<file path="src/hw/axis_monitor_pkg.sv">
// Package: register map, flag positions and input bundles of the monitor.
package axis_monitor_pkg;

  // Register indices; the byte address is four times the index.
  localparam logic [5:0] IDX_RUN_STATUS = 6'h00;
  localparam logic [5:0] IDX_BAD_PARAM = 6'h01;
  localparam logic [5:0] IDX_WARNING = 6'h02;
  localparam logic [5:0] IDX_ALARM = 6'h04;
  localparam logic [5:0] IDX_SCAN_CTRL = 6'h08;
  localparam logic [5:0] IDX_SCAN_COUNT = 6'h09;

  // Reset values.
  localparam logic [15:0] RUN_STATUS_RST = 16'h0000;
  localparam logic [15:0] BAD_PARAM_RST = 16'h0000;
  localparam logic [31:0] WARNING_RST = 32'h0000_0000;
  localparam logic [31:0] ALARM_RST = 32'h0000_0000;
  localparam logic [15:0] SCAN_COUNT_RST = 16'h0000;

  // Fixed parameters are reported from this number upward.
  localparam logic [15:0] FIXED_PARAM_BASE = 16'd1000;

  // Run status bit positions.
  localparam int RUN_READY_BIT = 0;
  localparam int RUN_ACTIVE_BIT = 1;
  localparam int RUN_BUSY_BIT = 2;
  localparam int RUN_DRV_READY_BIT = 3;
  localparam int RUN_LATCH_BIT = 4;

  // Warning bit positions.
  localparam int WRN_DEV_BIT = 0;
  localparam int WRN_SET_PRM_BIT = 1;
  localparam int WRN_FIX_PRM_BIT = 2;
  localparam int WRN_DRV_BIT = 3;
  localparam int WRN_CMD_BIT = 4;
  localparam int WRN_POS_OT_BIT = 6;
  localparam int WRN_NEG_OT_BIT = 7;
  localparam int WRN_SON_INC_BIT = 8;
  localparam int WRN_COMM_BIT = 9;
  localparam int WRN_STOP_BIT = 10;

  // Alarm bit positions.
  localparam int ALM_DRV_BIT = 0;
  localparam int ALM_POS_OT_BIT = 1;
  localparam int ALM_NEG_OT_BIT = 2;
  localparam int ALM_POS_SOFT_BIT = 3;
  localparam int ALM_NEG_SOFT_BIT = 4;
  localparam int ALM_SERVO_OFF_BIT = 5;
  localparam int ALM_POS_TIME_BIT = 6;
  localparam int ALM_TRAVEL_BIT = 7;
  localparam int ALM_SPEED_BIT = 8;
  localparam int ALM_DEV_BIT = 9;
  localparam int ALM_FLT_TYPE_BIT = 10;
  localparam int ALM_FLT_TC_BIT = 11;
  localparam int ALM_ZERO_BIT = 13;

  // Scan control: bit 0 holds the snapshot.
  localparam int CTRL_HOLD_BIT = 0;

  // Flags from the servo drive; these arrive from pins.
  typedef struct packed {
    logic ready;
    logic warning;
    logic alarm;
    logic comm_err;
    logic stop_active;
    logic pos_ot;
    logic neg_ot;
    logic servo_on;
  } drive_flags_t;

  // Flags from axis motion logic on core_clk.
  typedef struct packed {
    logic motion_ready;
    logic running;
    logic busy;
    logic latch_req;
    logic dev_warn;
    logic dev_alarm;
    logic set_prm_err;
    logic fix_prm_err;
    logic cmd_set_err;
    logic servo_on_req;
    logic pos_soft;
    logic neg_soft;
    logic pos_time_over;
    logic travel_over;
    logic speed_over;
    logic filt_type_err;
    logic filt_tc_err;
    logic zero_unset;
    logic prm_fixed;
    logic [15:0] prm_index;
  } axis_flags_t;

endpackage

</file>
<file path="src/hw/axis_monitor_status_bank.sv">
// Monitor register bank for one motion axis; read-only except the scan control word.
`timescale 1ns/1ps

// Operation
// - Run status bit 0 shows axis ready for operation.
// - Run status bit 1 shows running with servo drive powered on.
// - Run status bit 2 shows axis system busy.
// - Run status bit 3 mirrors the servo drive ready condition.
// - Run status bit 4 shows latch request received; bits 5-F reserved.
// - Bad parameter word: setting numbers from 0, fixed from 1000.
// - Warning bit 0 shows excessive following deviation.
// - Warning bit 1 shows a setting parameter out of range.
// - Warning bit 2 shows a fixed parameter out of range.
// - Warning bit 3 shows the servo drive reports a warning.
// - Warning bit 4 shows motion command setting error; bit 5 reserved.
// - Warning bits 6 and 7 show positive and negative overtravel.
// - Warning bit 8 shows requested servo power-on not completed.
// - Warning bit 9 shows servo drive communication error.
// - Warning bit A shows drive stop input active; bits B-1F reserved.
// - Alarm bit 0 shows the servo drive raised an alarm.
// - Alarm bits 1 and 2 show positive and negative overtravel.
// - Alarm bits 3 and 4 show positive and negative software limit passed.
// - Alarm bit 5 shows servo off.
// - Alarm bit 6 shows positioning time exceeded.
// - Alarm bits 7 and 8 show excessive travel and excessive speed.
// - Alarm bit 9 shows excessive following deviation.
module axis_monitor_status_bank
  import axis_monitor_pkg::*;
#(
  parameter int ADDR_W = 8
) (
  input wire logic core_clk,
  input wire logic rst,
  input wire logic scan_tick,
  input wire drive_flags_t drive_flags,
  input wire axis_flags_t axis_flags,
  input wire logic [ADDR_W-1:0] reg_addr,
  input wire logic [31:0] reg_wdata,
  input wire logic reg_wr,
  input wire logic reg_rd,
  output logic [31:0] reg_rdata
);

  typedef enum logic [1:0] {
    SCAN_RUN = 2'b01,
    SCAN_HOLD = 2'b10
  } scan_state_t;

  // Byte address of a register index.
  function automatic logic [ADDR_W-1:0] byte_addr(input logic [5:0] idx);
    byte_addr = ADDR_W'({idx, 2'b00});
  endfunction

  // Setting parameters count from zero, fixed ones from the base.
  function automatic logic [15:0] param_number(input logic fixed,
                                               input logic [15:0] idx);
    param_number = fixed ? 16'(FIXED_PARAM_BASE + idx) : idx;
  endfunction

  drive_flags_t drive_s1_q;
  drive_flags_t drive_s2_q;
  scan_state_t scan_state_q;
  logic [15:0] run_status_q;
  logic [15:0] bad_param_q;
  logic [31:0] warning_q;
  logic [31:0] alarm_q;
  logic [15:0] scan_count_q;
  logic [15:0] run_status_d;
  logic [31:0] warning_d;
  logic [31:0] alarm_d;
  logic [31:0] rdata_d;
  logic refresh;

  // Drive flags come from pins, so they pass two flops first.
  always_ff @(posedge core_clk or posedge rst) begin
    if (rst) begin
      drive_s1_q <= '0;
      drive_s2_q <= '0;
    end else begin
      drive_s1_q <= drive_flags;
      drive_s2_q <= drive_s1_q;
    end
  end

  // Hold state follows the scan control bit; a write of bit 0 set freezes
  // the snapshot so software can read all words from one scan.
  always_ff @(posedge core_clk or posedge rst) begin
    if (rst) begin
      scan_state_q <= SCAN_RUN;
    end else if (reg_wr && reg_addr == byte_addr(IDX_SCAN_CTRL)) begin
      scan_state_q <= reg_wdata[CTRL_HOLD_BIT] ? SCAN_HOLD : SCAN_RUN;
    end
  end

  assign refresh = scan_tick && scan_state_q == SCAN_RUN;

  // Run status image; bits above 4 stay zero.
  always_comb begin
    run_status_d = '0;
    run_status_d[RUN_READY_BIT] = axis_flags.motion_ready;
    run_status_d[RUN_ACTIVE_BIT] = axis_flags.running
                                   && drive_s2_q.servo_on;
    run_status_d[RUN_BUSY_BIT] = axis_flags.busy;
    run_status_d[RUN_DRV_READY_BIT] = drive_s2_q.ready;
    run_status_d[RUN_LATCH_BIT] = axis_flags.latch_req;
  end

  // Warning image; bit 5 and bits B-1F stay zero.
  always_comb begin
    warning_d = '0;
    warning_d[WRN_DEV_BIT] = axis_flags.dev_warn;
    warning_d[WRN_SET_PRM_BIT] = axis_flags.set_prm_err;
    warning_d[WRN_FIX_PRM_BIT] = axis_flags.fix_prm_err;
    warning_d[WRN_DRV_BIT] = drive_s2_q.warning;
    warning_d[WRN_CMD_BIT] = axis_flags.cmd_set_err;
    warning_d[WRN_POS_OT_BIT] = drive_s2_q.pos_ot;
    warning_d[WRN_NEG_OT_BIT] = drive_s2_q.neg_ot;
    warning_d[WRN_SON_INC_BIT] = axis_flags.servo_on_req
                                 && !drive_s2_q.servo_on;
    warning_d[WRN_COMM_BIT] = drive_s2_q.comm_err;
    warning_d[WRN_STOP_BIT] = drive_s2_q.stop_active;
  end

  // Alarm image; bits C, E, F and the upper half stay zero.
  always_comb begin
    alarm_d = '0;
    alarm_d[ALM_DRV_BIT] = drive_s2_q.alarm;
    alarm_d[ALM_POS_OT_BIT] = drive_s2_q.pos_ot;
    alarm_d[ALM_NEG_OT_BIT] = drive_s2_q.neg_ot;
    alarm_d[ALM_POS_SOFT_BIT] = axis_flags.pos_soft;
    alarm_d[ALM_NEG_SOFT_BIT] = axis_flags.neg_soft;
    alarm_d[ALM_SERVO_OFF_BIT] = !drive_s2_q.servo_on;
    alarm_d[ALM_POS_TIME_BIT] = axis_flags.pos_time_over;
    alarm_d[ALM_TRAVEL_BIT] = axis_flags.travel_over;
    alarm_d[ALM_SPEED_BIT] = axis_flags.speed_over;
    alarm_d[ALM_DEV_BIT] = axis_flags.dev_alarm;
    alarm_d[ALM_FLT_TYPE_BIT] = axis_flags.filt_type_err;
    alarm_d[ALM_FLT_TC_BIT] = axis_flags.filt_tc_err;
    alarm_d[ALM_ZERO_BIT] = axis_flags.zero_unset;
  end

  // Snapshot of all words, taken once per scan so a read never mixes two
  // scans. The cost is up to one scan of latency on every flag.
  always_ff @(posedge core_clk or posedge rst) begin
    if (rst) begin
      run_status_q <= RUN_STATUS_RST;
      bad_param_q <= BAD_PARAM_RST;
      warning_q <= WARNING_RST;
      alarm_q <= ALARM_RST;
    end else if (refresh) begin
      run_status_q <= run_status_d;
      bad_param_q <= param_number(axis_flags.prm_fixed,
                                  axis_flags.prm_index);
      warning_q <= warning_d;
      alarm_q <= alarm_d;
    end
  end

  // Counts the scans taken, wrapping; software sees refresh progress.
  always_ff @(posedge core_clk or posedge rst) begin
    if (rst) begin
      scan_count_q <= SCAN_COUNT_RST;
    end else if (refresh) begin
      scan_count_q <= scan_count_q + 16'h0001;
    end
  end

  // Read mux; monitor words ignore writes and unmapped reads give zero.
  always_comb begin
    rdata_d = '0;
    if (reg_addr == byte_addr(IDX_RUN_STATUS)) begin
      rdata_d = {16'h0000, run_status_q};
    end else if (reg_addr == byte_addr(IDX_BAD_PARAM)) begin
      rdata_d = {16'h0000, bad_param_q};
    end else if (reg_addr == byte_addr(IDX_WARNING)) begin
      rdata_d = warning_q;
    end else if (reg_addr == byte_addr(IDX_ALARM)) begin
      rdata_d = alarm_q;
    end else if (reg_addr == byte_addr(IDX_SCAN_CTRL)) begin
      rdata_d = {31'h0000_0000, scan_state_q == SCAN_HOLD};
    end else if (reg_addr == byte_addr(IDX_SCAN_COUNT)) begin
      rdata_d = {16'h0000, scan_count_q};
    end
  end

  // Read data stand for the one cycle after the strobe, zero otherwise.
  always_ff @(posedge core_clk or posedge rst) begin
    if (rst) begin
      reg_rdata <= 32'h0000_0000;
    end else begin
      reg_rdata <= reg_rd ? rdata_d : 32'h0000_0000;
    end
  end
endmodule

</file>
<file path="config.mk">
export PLATFORM = sky130hd
export DESIGN_NAME = axis_monitor_status_bank
export DESIGN_NICKNAME = d
export VERILOG_FILES = /design/src/hw/axis_monitor_pkg.sv /design/src/hw/axis_monitor_status_bank.sv
export SDC_FILE = /design/constraint.sdc
export NUM_CORES = 1
export LEC_CHECK = 0
export BUFFER_PORTS_ARGS = -buffer_cell sky130_fd_sc_hd__buf_2
export CAP_MARGIN = 20
export CELL_PAD_IN_SITES_DETAIL_PLACEMENT = 0
export CELL_PAD_IN_SITES_GLOBAL_PLACEMENT = 1
export CORE_UTILIZATION = 37
export CTS_BUF_LIST = sky130_fd_sc_hd__clkbuf_2 sky130_fd_sc_hd__clkbuf_4 sky130_fd_sc_hd__clkbuf_8
export DETAILED_ROUTE_END_ITERATION = 10
export PLACE_DENSITY = 0.86
export SYNTH_ARGS = -nofsm -noshare
export SYNTH_HDL_FRONTEND = slang
export SYNTH_SLANG_ARGS = --single-unit
</file>
<file path="constraint.sdc">
create_clock -name core_clk -period 2.5 [get_ports core_clk]
set_clock_uncertainty 0.15 [all_clocks]
set_input_delay 0.125 -clock core_clk [delete_from_list [all_inputs] [get_ports core_clk]]
set_output_delay 0.125 -clock core_clk [all_outputs]
set_load 0.01 [all_outputs]
</file>
# After elaboration in Yosys (flattened, before gate mapping)
# Index checks and enable logic that the tools add are counted.
# totals
register_bits	110
out_inout_bits	32
mem_bits_ro	0
mem_bits_rw	0
latch_bits	0
in_bits	88
n_memories	0
word_cells	47
# op_classes
muxes	9
shift	0
n_lt_le_gt_ge	0
n_eq_ne	7
bitwise	0
mul	0
reduce_logical	6
add_sub_neg	2
n_div	0
# op_table
op	count
$mux 16	7
$mux 32	1
$add 10x16->16 const A	1
$add 16x1->16 const B	1
$eq 8x6->1 const B	2
$eq 8x3->1 const B	1
$eq 8x4->1 const B	1
$eq 8x5->1 const B	1
$logic_not 8->1	1
$logic_and 1x1->1	4
$eq 2x1->1 const B	1
$eq 2x2->1 const B	1
$mux 2	1
$logic_not 1->1	1

# Longest topological paths before layout
# Gate-level depths: netlist of the first run.
# depth
word_depth	8
ltp_mapped	7
mapped_depth_nobuf	5

# Worst setup path before layout of the first run
# No wires, ideal clock.
# synth_timing
path_type	reg2reg
startpoint	register scan_state_q[0]
endpoint	register scan_count_q[12]
period_less_slack_ns	1.813
path_buffers	1
setup_ns	0.123
arrival_time_ns	1.540
required_ns	2.227
setup_slack_ns	0.687
stages_incl_launch_ff	7
cell_sequence	dfstp_2 > and3b_1 > clkbuf_1 > nand4_1 > nor3_1 > nand3_1 > xnor2_1
# synth_between
elab_chain_len	2
# synth_rtl
item	line_no	rtl
from (decl)	axis_monitor_status_bank.sv:62	scan_state_t scan_state_q;
from (signal assigned)	axis_monitor_status_bank.sv:91	scan_state_q <= reg_wdata[CTRL_HOLD_BIT] ? SCAN_HOLD : SCAN_RUN;
$eq 2x1->1	axis_monitor_status_bank.sv:95	assign refresh = scan_tick && scan_state_q == SCAN_RUN;
$logic_and 1x1->1	axis_monitor_status_bank.sv:95	
to (signal assigned)	axis_monitor_status_bank.sv:164	scan_count_q <= scan_count_q + 16'h0001;
to (decl)	axis_monitor_status_bank.sv:67	logic [15:0] scan_count_q;
# Every way passes these cells.
# A chain may end at the register's enable or synchronous reset.

# Worst setup path after layout of the first run
# layout_timing
startpoint	register scan_state_q[0]
endpoint	register scan_count_q[13]
# The elaborated chain is that of the path after synthesis.

==> results_dict.tcl, run 1 <==
set metrics [dict create \
    worstMarginPinSlew_ns 0.530 \
    rows 38 \
    via_per_inst 4.78 \
    synth_most_common_cell "nand2_1" \
    final_nets 614 \
    postPlaceCellArea_mm2 0.00458 \
    drive_gt1_share_pct 21.2 \
    hold_viol_final 0 \
    stdcell_area_mm2 0.00526 \
    layout_min_cycle_time_ns 2.04 \
    crit_family "simple AND/OR/NAND/NOR gates" \
    post_cts_resized 0 \
    cpMaxStageDelayCell "dfstp_2" \
    synthFlopType "dfrtp_1" \
    cp_common_cell "and3_1" \
    reg2reg_from "scan_state_q[0]" \
    finalWirelength_mm 9.45 \
    gp_congestion 0.810 \
    cts_made_buffers 9 \
    cp-startpoint "scan_state_q[0]" \
    initial_core_util_pct 38.1 \
    drcViolationCount 0 \
    htreeDepth 3 \
    cp_slowest_stage_delay_ns 0.55 \
    crit_chain "and3b_1 -> buf_4 -> and3_1 -> and3_1 -> nand3_1 -> xnor2_1" \
    synth_area_per_cell_um2 10.2 \
    hold_buffers 46 \
    cp-start-kind "register" \
    die_h_um 108 \
    setup-tns-final_ns 0 \
    p_per_area_mw_per_mm2 625 \
    cts-root-buf "clkbuf_8" \
    io_buffers 72 \
    path_class "register to register" \
    grt_pass1_wl_mm 15.6 \
    cts_tree "built" \
    wire_per_inst_um 14.1 \
    vias 3201 \
    synth_edf_count 0 \
    critPathMaxFanout 8 \
    endpoint "scan_count_q[13]" \
    status "finished, final reports clean" \
    io_pins 120 \
    r2r_end "scan_count_q[13]" \
    finalCritPeriodShare_pct 81.5 \
    numClockSinks 92 \
    endpoint_kind "register" \
    ant_nets 0 \
    peakVddDrop_uv 297 \
    syn-instance-count 405 \
    ys_ff_latch 92 \
    clk_latency_ns 0.37 \
    synth_area_mm2 0.00413 \
    leakage_nw 2.52 \
    report.final.slew_viol_count 0 \
    n_antenna_cell 0 \
    setup_slack_ns 0.464 \
    synth_top_cell_by_area "dfrtp_1" \
    fmax_mhz 491 \
    cts_setup_buffers 0 \
    yosys.area.top_type_share_pct 55.2 \
    die_width_um 108 \
    ff2ff_path_depth 6 \
    hp-class "primary input to register" \
    rsz0062_at_grt "no" \
    setup_violations 0 \
    yosys-top-cells-area "dfrtp_1 (55%), nand2_1 (11%), xnor2_1 (4.2%)" \
    final_cells 669 \
    required_ns 2.60 \
    track_usage_pct 17.8 \
    relSlewSlack_pct 64.6 \
    synthDistinctLibCells 50 \
    post-place-ws_ns 0.511 \
    area_growth_pct 27.4 \
    hpwl_mm 6.53 \
    dp_cells 607 \
    clkSlewWorstSetupHoldPaths_ns 0.09 \
    power_mw 3.29 \
    fin_util_pct 48.5 \
    grt_pass1_vias 3163 \
    netlist_top_cells_count "nand2_1 (121), dfrtp_1 (91), xnor2_1 (20)" \
    core_mm2 0.0108 \
    grt_antenna_before_repair 0 \
    hold_slack_ns 0.0200 \
    drtPass1Iterations 4 \
    drv_cap 0 \
    ys_warn_count 0 \
    synthArstFlopShare_pct 100 \
    critical_path_buf_inv_count 1 \
    drt-initial-drc-count 113 \
    grt_remaining_overflow 0 \
    synth_seq_area_share_pct 55.8 \
    crit_arrival_ns 2.14 \
    cp.depth 6 \
    cts_max_path_buffers 2 \
    die-area_mm2 0.0116 \
    grt_max_degree 93 \
    r2r_setup_slack_ns 0.46 \
]
==> cell usage in the layout (no fill, tap or decap), types with 4 or more instances in the layout <==
| cell type | count |
|---|---|
| nand2_1 | 121 |
| dfrtp_1 | 91 |
| buf_2 | 72 |
| dlygate4sd3_1 | 46 |
| xnor2_1 | 20 |
| nor2_1 | 17 |
| conb_1 | 16 |
| o21ai_0 | 15 |
| nand3_1 | 9 |
| clkbuf_8 | 9 |
| o22ai_1 | 8 |
| buf_4 | 8 |
| xor2_1 | 7 |
| a22oi_1 | 7 |
| a221oi_1 | 7 |
| a22o_1 | 6 |
| and3_1 | 6 |
| nor2b_1 | 5 |
| o211ai_1 | 4 |
| a21oi_1 | 4 |
| nand4_1 | 4 |
==> cell families after synthesis <==
family / count (synthesis) / share of synthesized area, %
xor+xnor: 27 / 5.73
mux: 3 / 0.758
compound gates: 58 / 10.3
simple gates: 185 / 20.9
other cells: 1 / 0.0908
flops: 92 / 55.8
fa+ha+maj: 2 / 0.606
buf+inv: 37 / 5.82
==> cell type report <==
class / count / area (um2)
fill: 1007 / 5580
sequential: 92 / 2300
multi-input combinational: 291 / 1640
timing repair buffer: 127 / 901
tap: 140 / 175
clock buffer: 11 / 139
clock inverter: 5 / 83.8
inverter: 3 / 15.0
==> worst min path at each step <==
stage | startpoint | endpoint | slack, ns | depth (start not counted)
finish | reg_wr | scan_state_q[1] | 0.02 | 3
global route | axis_flags[16] | bad_param_q[3] | 0.04 | 3
CTS | reg_wr | scan_state_q[1] | 0.0008 | 3
detailed placement | drive_flags[6] | drive_s1_q[6] | 0.08 | 1
global placement | drive_flags[7] | drive_s1_q[7] | 0.08 | 1
floorplan | drive_flags[0] | drive_s1_q[0] | 0.006 | 0
==> where the power goes <==
group,internal [mW],total [mW],switching [mW],leakage (nW)
clock network,0.589,1.12,0.529,0.107
logic,0.206,0.434,0.228,1.25
registers,1.62,1.73,0.113,1.16
total,2.41,3.29,0.870,2.52
==> registers in the layout, summed over array words and instances, names as in the netlist <==
register,count
scan_state_q,2
alarm_q,13
reg_rdata,16
scan_count_q,16
warning_q,8
drive_s1_q,8
alarm_d,3
bad_param_q,16
run_status_q,5
drive_s2_q,5
==> worst min-delay path: cells and delay by family <==
family / cells / cell delay, ns
buffers and inverters: 1 / 0.11
AND/OR/NAND/NOR: 1 / 0.11
multiplexers: 1 / 0.16
==> metal layers <==
| layer | wire (um) | share of wire, % | track usage (%) |
|---|---|---|---|
| met1 | 4280 | 45 | 22.9 |
| met4 | 288 | 3.0 | 7.83 |
| met2 | 4570 | 48 | 29.1 |
| met3 | 309 | 3.3 | 3.57 |
| met5 | 0 | 0 | 0 |
Note: power is estimated with default switching activity, not from simulation.
==> run 2, diff against run 1 <==
Settings changed: PLACE_DENSITY 0.86 to 0.83.
Clock period 2.5 ns to 2.15 ns, I/O delays scaled along.
==> run 2 against run 1 <==
  * Flip-flop and latch count is the same
  * First-iteration DRC count down 17%
  * Via count rose by 1.5%
  * Global-route usage fell by 0.18 points
  * Sequential share of layout area rose by 0.094 points
  * Core utilization decreased by 0.10 points
  * Final area is 0.21% lower
  * Critical path depth rose by 1
  * Cell count rose by 0.45%
  * Sequential power grew 16%
  * Critical endpoint is now bad_param_q[12]
==> results_dict.tcl, run 2 (synthesis gave the netlist of run 1 again) <==
set metrics [dict create \
    hold_slack_ns 0.0185 \
    final_nets 617 \
    drtPass1Iterations 4 \
    grt_antenna_before_repair 0 \
    relSlewSlack_pct 58.8 \
    nFillCells 1071 \
    clkSlewWorstSetupHoldPaths_ns 0.10 \
    layout_min_cycle_time_ns 1.96 \
    path_class "primary input to register" \
    drive_gt1_share_pct 21.6 \
    cp_slowest_stage_delay_ns 0.54 \
    grt_pass1_wl_mm 15.2 \
    crit_chain "dlygate4sd3_1 -> buf_2 -> or4_4 -> nor3b_1 -> nor2_1 -> xnor2_1 -> o21ai_0" \
    track_usage_pct 17.7 \
    critPathMaxFanout 3 \
    setup_violations 0 \
    drcViolationCount 0 \
    worstMarginPinSlew_ns 0.617 \
    clk_latency_ns 0.36 \
    drv_cap 0 \
    post_cts_resized 0 \
    hpwl_mm 6.83 \
    final_cell_mix "nand2_1 (121), dfrtp_1 (91), buf_2 (72), dlygate4sd3_1 (46), xnor2_1 (20)" \
    initial_core_util_pct 38.1 \
    leakage_nw 2.52 \
    switching_share_pct 28.2 \
    ant_nets 0 \
    pwr-share-comb_pct 14.0 \
    final_cells 672 \
    crit_family "simple AND/OR/NAND/NOR gates" \
    postPlaceCellArea_mm2 0.00460 \
    finalCritPeriodShare_pct 91.2 \
    io_pins 120 \
    rows 38 \
    area_growth_pct 27.1 \
    gp_congestion 0.790 \
    die_h_um 108 \
    hp-class "primary input to register" \
    dp_cells 610 \
    status "finished, final reports clean" \
    cts_tree "built" \
    required_ns 2.24 \
    peakVddDrop_uv 368 \
    power.internal_mw 2.61 \
    drt-initial-drc-count 94 \
    fin_util_pct 48.4 \
    via_per_inst 4.83 \
    grt_remaining_overflow 0 \
    critical_path_buf_inv_count 2 \
    htreeDepth 3 \
    layout_commonest_cell "nand2_1" \
    cpMaxStageDelayCell "or4_4" \
    power_mw 3.63 \
    top_regs "bad_param_q: 16 flops, reg_rdata: 16 flops, scan_count_q: 16 flops" \
    hold_viol_final 0 \
    die_width_um 108 \
    wire_per_inst_um 14.1 \
    die-area_mm2 0.0116 \
    setup-tns-final_ns 0 \
    vias 3249 \
    n_antenna_cell 0 \
    cts_made_buffers 9 \
    crit_arrival_ns 2.05 \
    cp-start-kind "primary input" \
    finalWirelength_mm 9.47 \
    cts-root-buf "clkbuf_8" \
    setup_slack_ns 0.188 \
    io_buffers 72 \
    grt_pass1_vias 3091 \
    core_mm2 0.0108 \
    grt_max_degree 40 \
    seqPwrFrac_pct 55.4 \
    report.final.slew_viol_count 0 \
    post-place-ws_ns 0.204 \
    p_sw_mw 1.03 \
    pwr-share-clk_pct 30.5 \
    cts_max_path_buffers 2 \
    p_per_area_mw_per_mm2 692 \
    endpoint_kind "register" \
    rsz0062_at_grt "no" \
    fmax_mhz 510 \
    stdcell_area_mm2 0.00525 \
    numClockSinks 92 \
]
==> run 2: changes by cell type in the layout (fill, tap and decap cells not counted) <==
cell,previous run,this run
clkbuf_8,9,10
buf_4,8,11
clkbuf_4,2,1
inv_6,1,2
bufinv_16,2,0
inv_8,0,1
==> run 2: power groups by stage <==
stage / Clock, mW / Sequential [mW] / Combinational [mW]
3_5_place_dp: 0 / 2.05 / 0.449
3_3_place_gp: 0 / 2.04 / 0.434
5_1_grt: 1.19 / 2.03 / 0.579
6_report: 1.11 / 2.01 / 0.510
4_1_cts: 1.14 / 2.01 / 0.513
2_1_floorplan: 0 / 2.01 / 0.324
==> run 2: what timing repair did <==
item | 4_1_cts | 5_1_grt
endpoints found under the hold margin | 70 | 0
hold buffers | 46 | 0
buffers inserted | 0 | 0
==> run 2: worst register-to-register path, cell delays in order (launching register included) <==
cell and delay, ns:
dfstp_2 0.55, and3b_1 0.24, buf_4 0.18, and3_1 0.23, and3_1 0.24, nand3_1 0.11, xnor2_1 0.14
==> run 2: worst paths after layout <==
check / startpoint / to / slack, ns / cells after the start
worst max-delay path: axis_flags[8] / bad_param_q[12] / 0.19 / 7
worst max register to register: scan_state_q[0] / scan_count_q[13] / 0.20 / 6
max in group asynchronous: rst / alarm_q[7] / 0.99 / 4
min in group asynchronous: rst / reg_rdata[15] / 0.21 / 3
worst min-delay path: axis_flags[16] / bad_param_q[3] / 0.02 / 3
worst min register to register: drive_s1_q[6] / drive_s2_q[6] / 0.21 / 0
==> run 2: layout make-up <==
type | instances | area (um2) | share of cell area, %
flip-flops and latches | 92 | 2300 | 43.9
well taps | 140 | 175 | 3.34
inverters | 3 | 15.0 | 0.286
clock inverters | 5 | 43.8 | 0.835
clock buffers | 11 | 145 | 2.77
multi-input cells | 291 | 1640 | 31.3
repair buffers | 130 | 923 | 17.6
==> run 2: metal layers <==
metal	share of wire (%)	wire length, um	up-vias	GRT usage, %
met2	48	4580	83	28.5
met5	0	0	-	0
met3	4.4	418	15	2.60
li1	-	-	1587	-
met1	44	4210	1564	23.4
met4	2.7	257	0	8.41
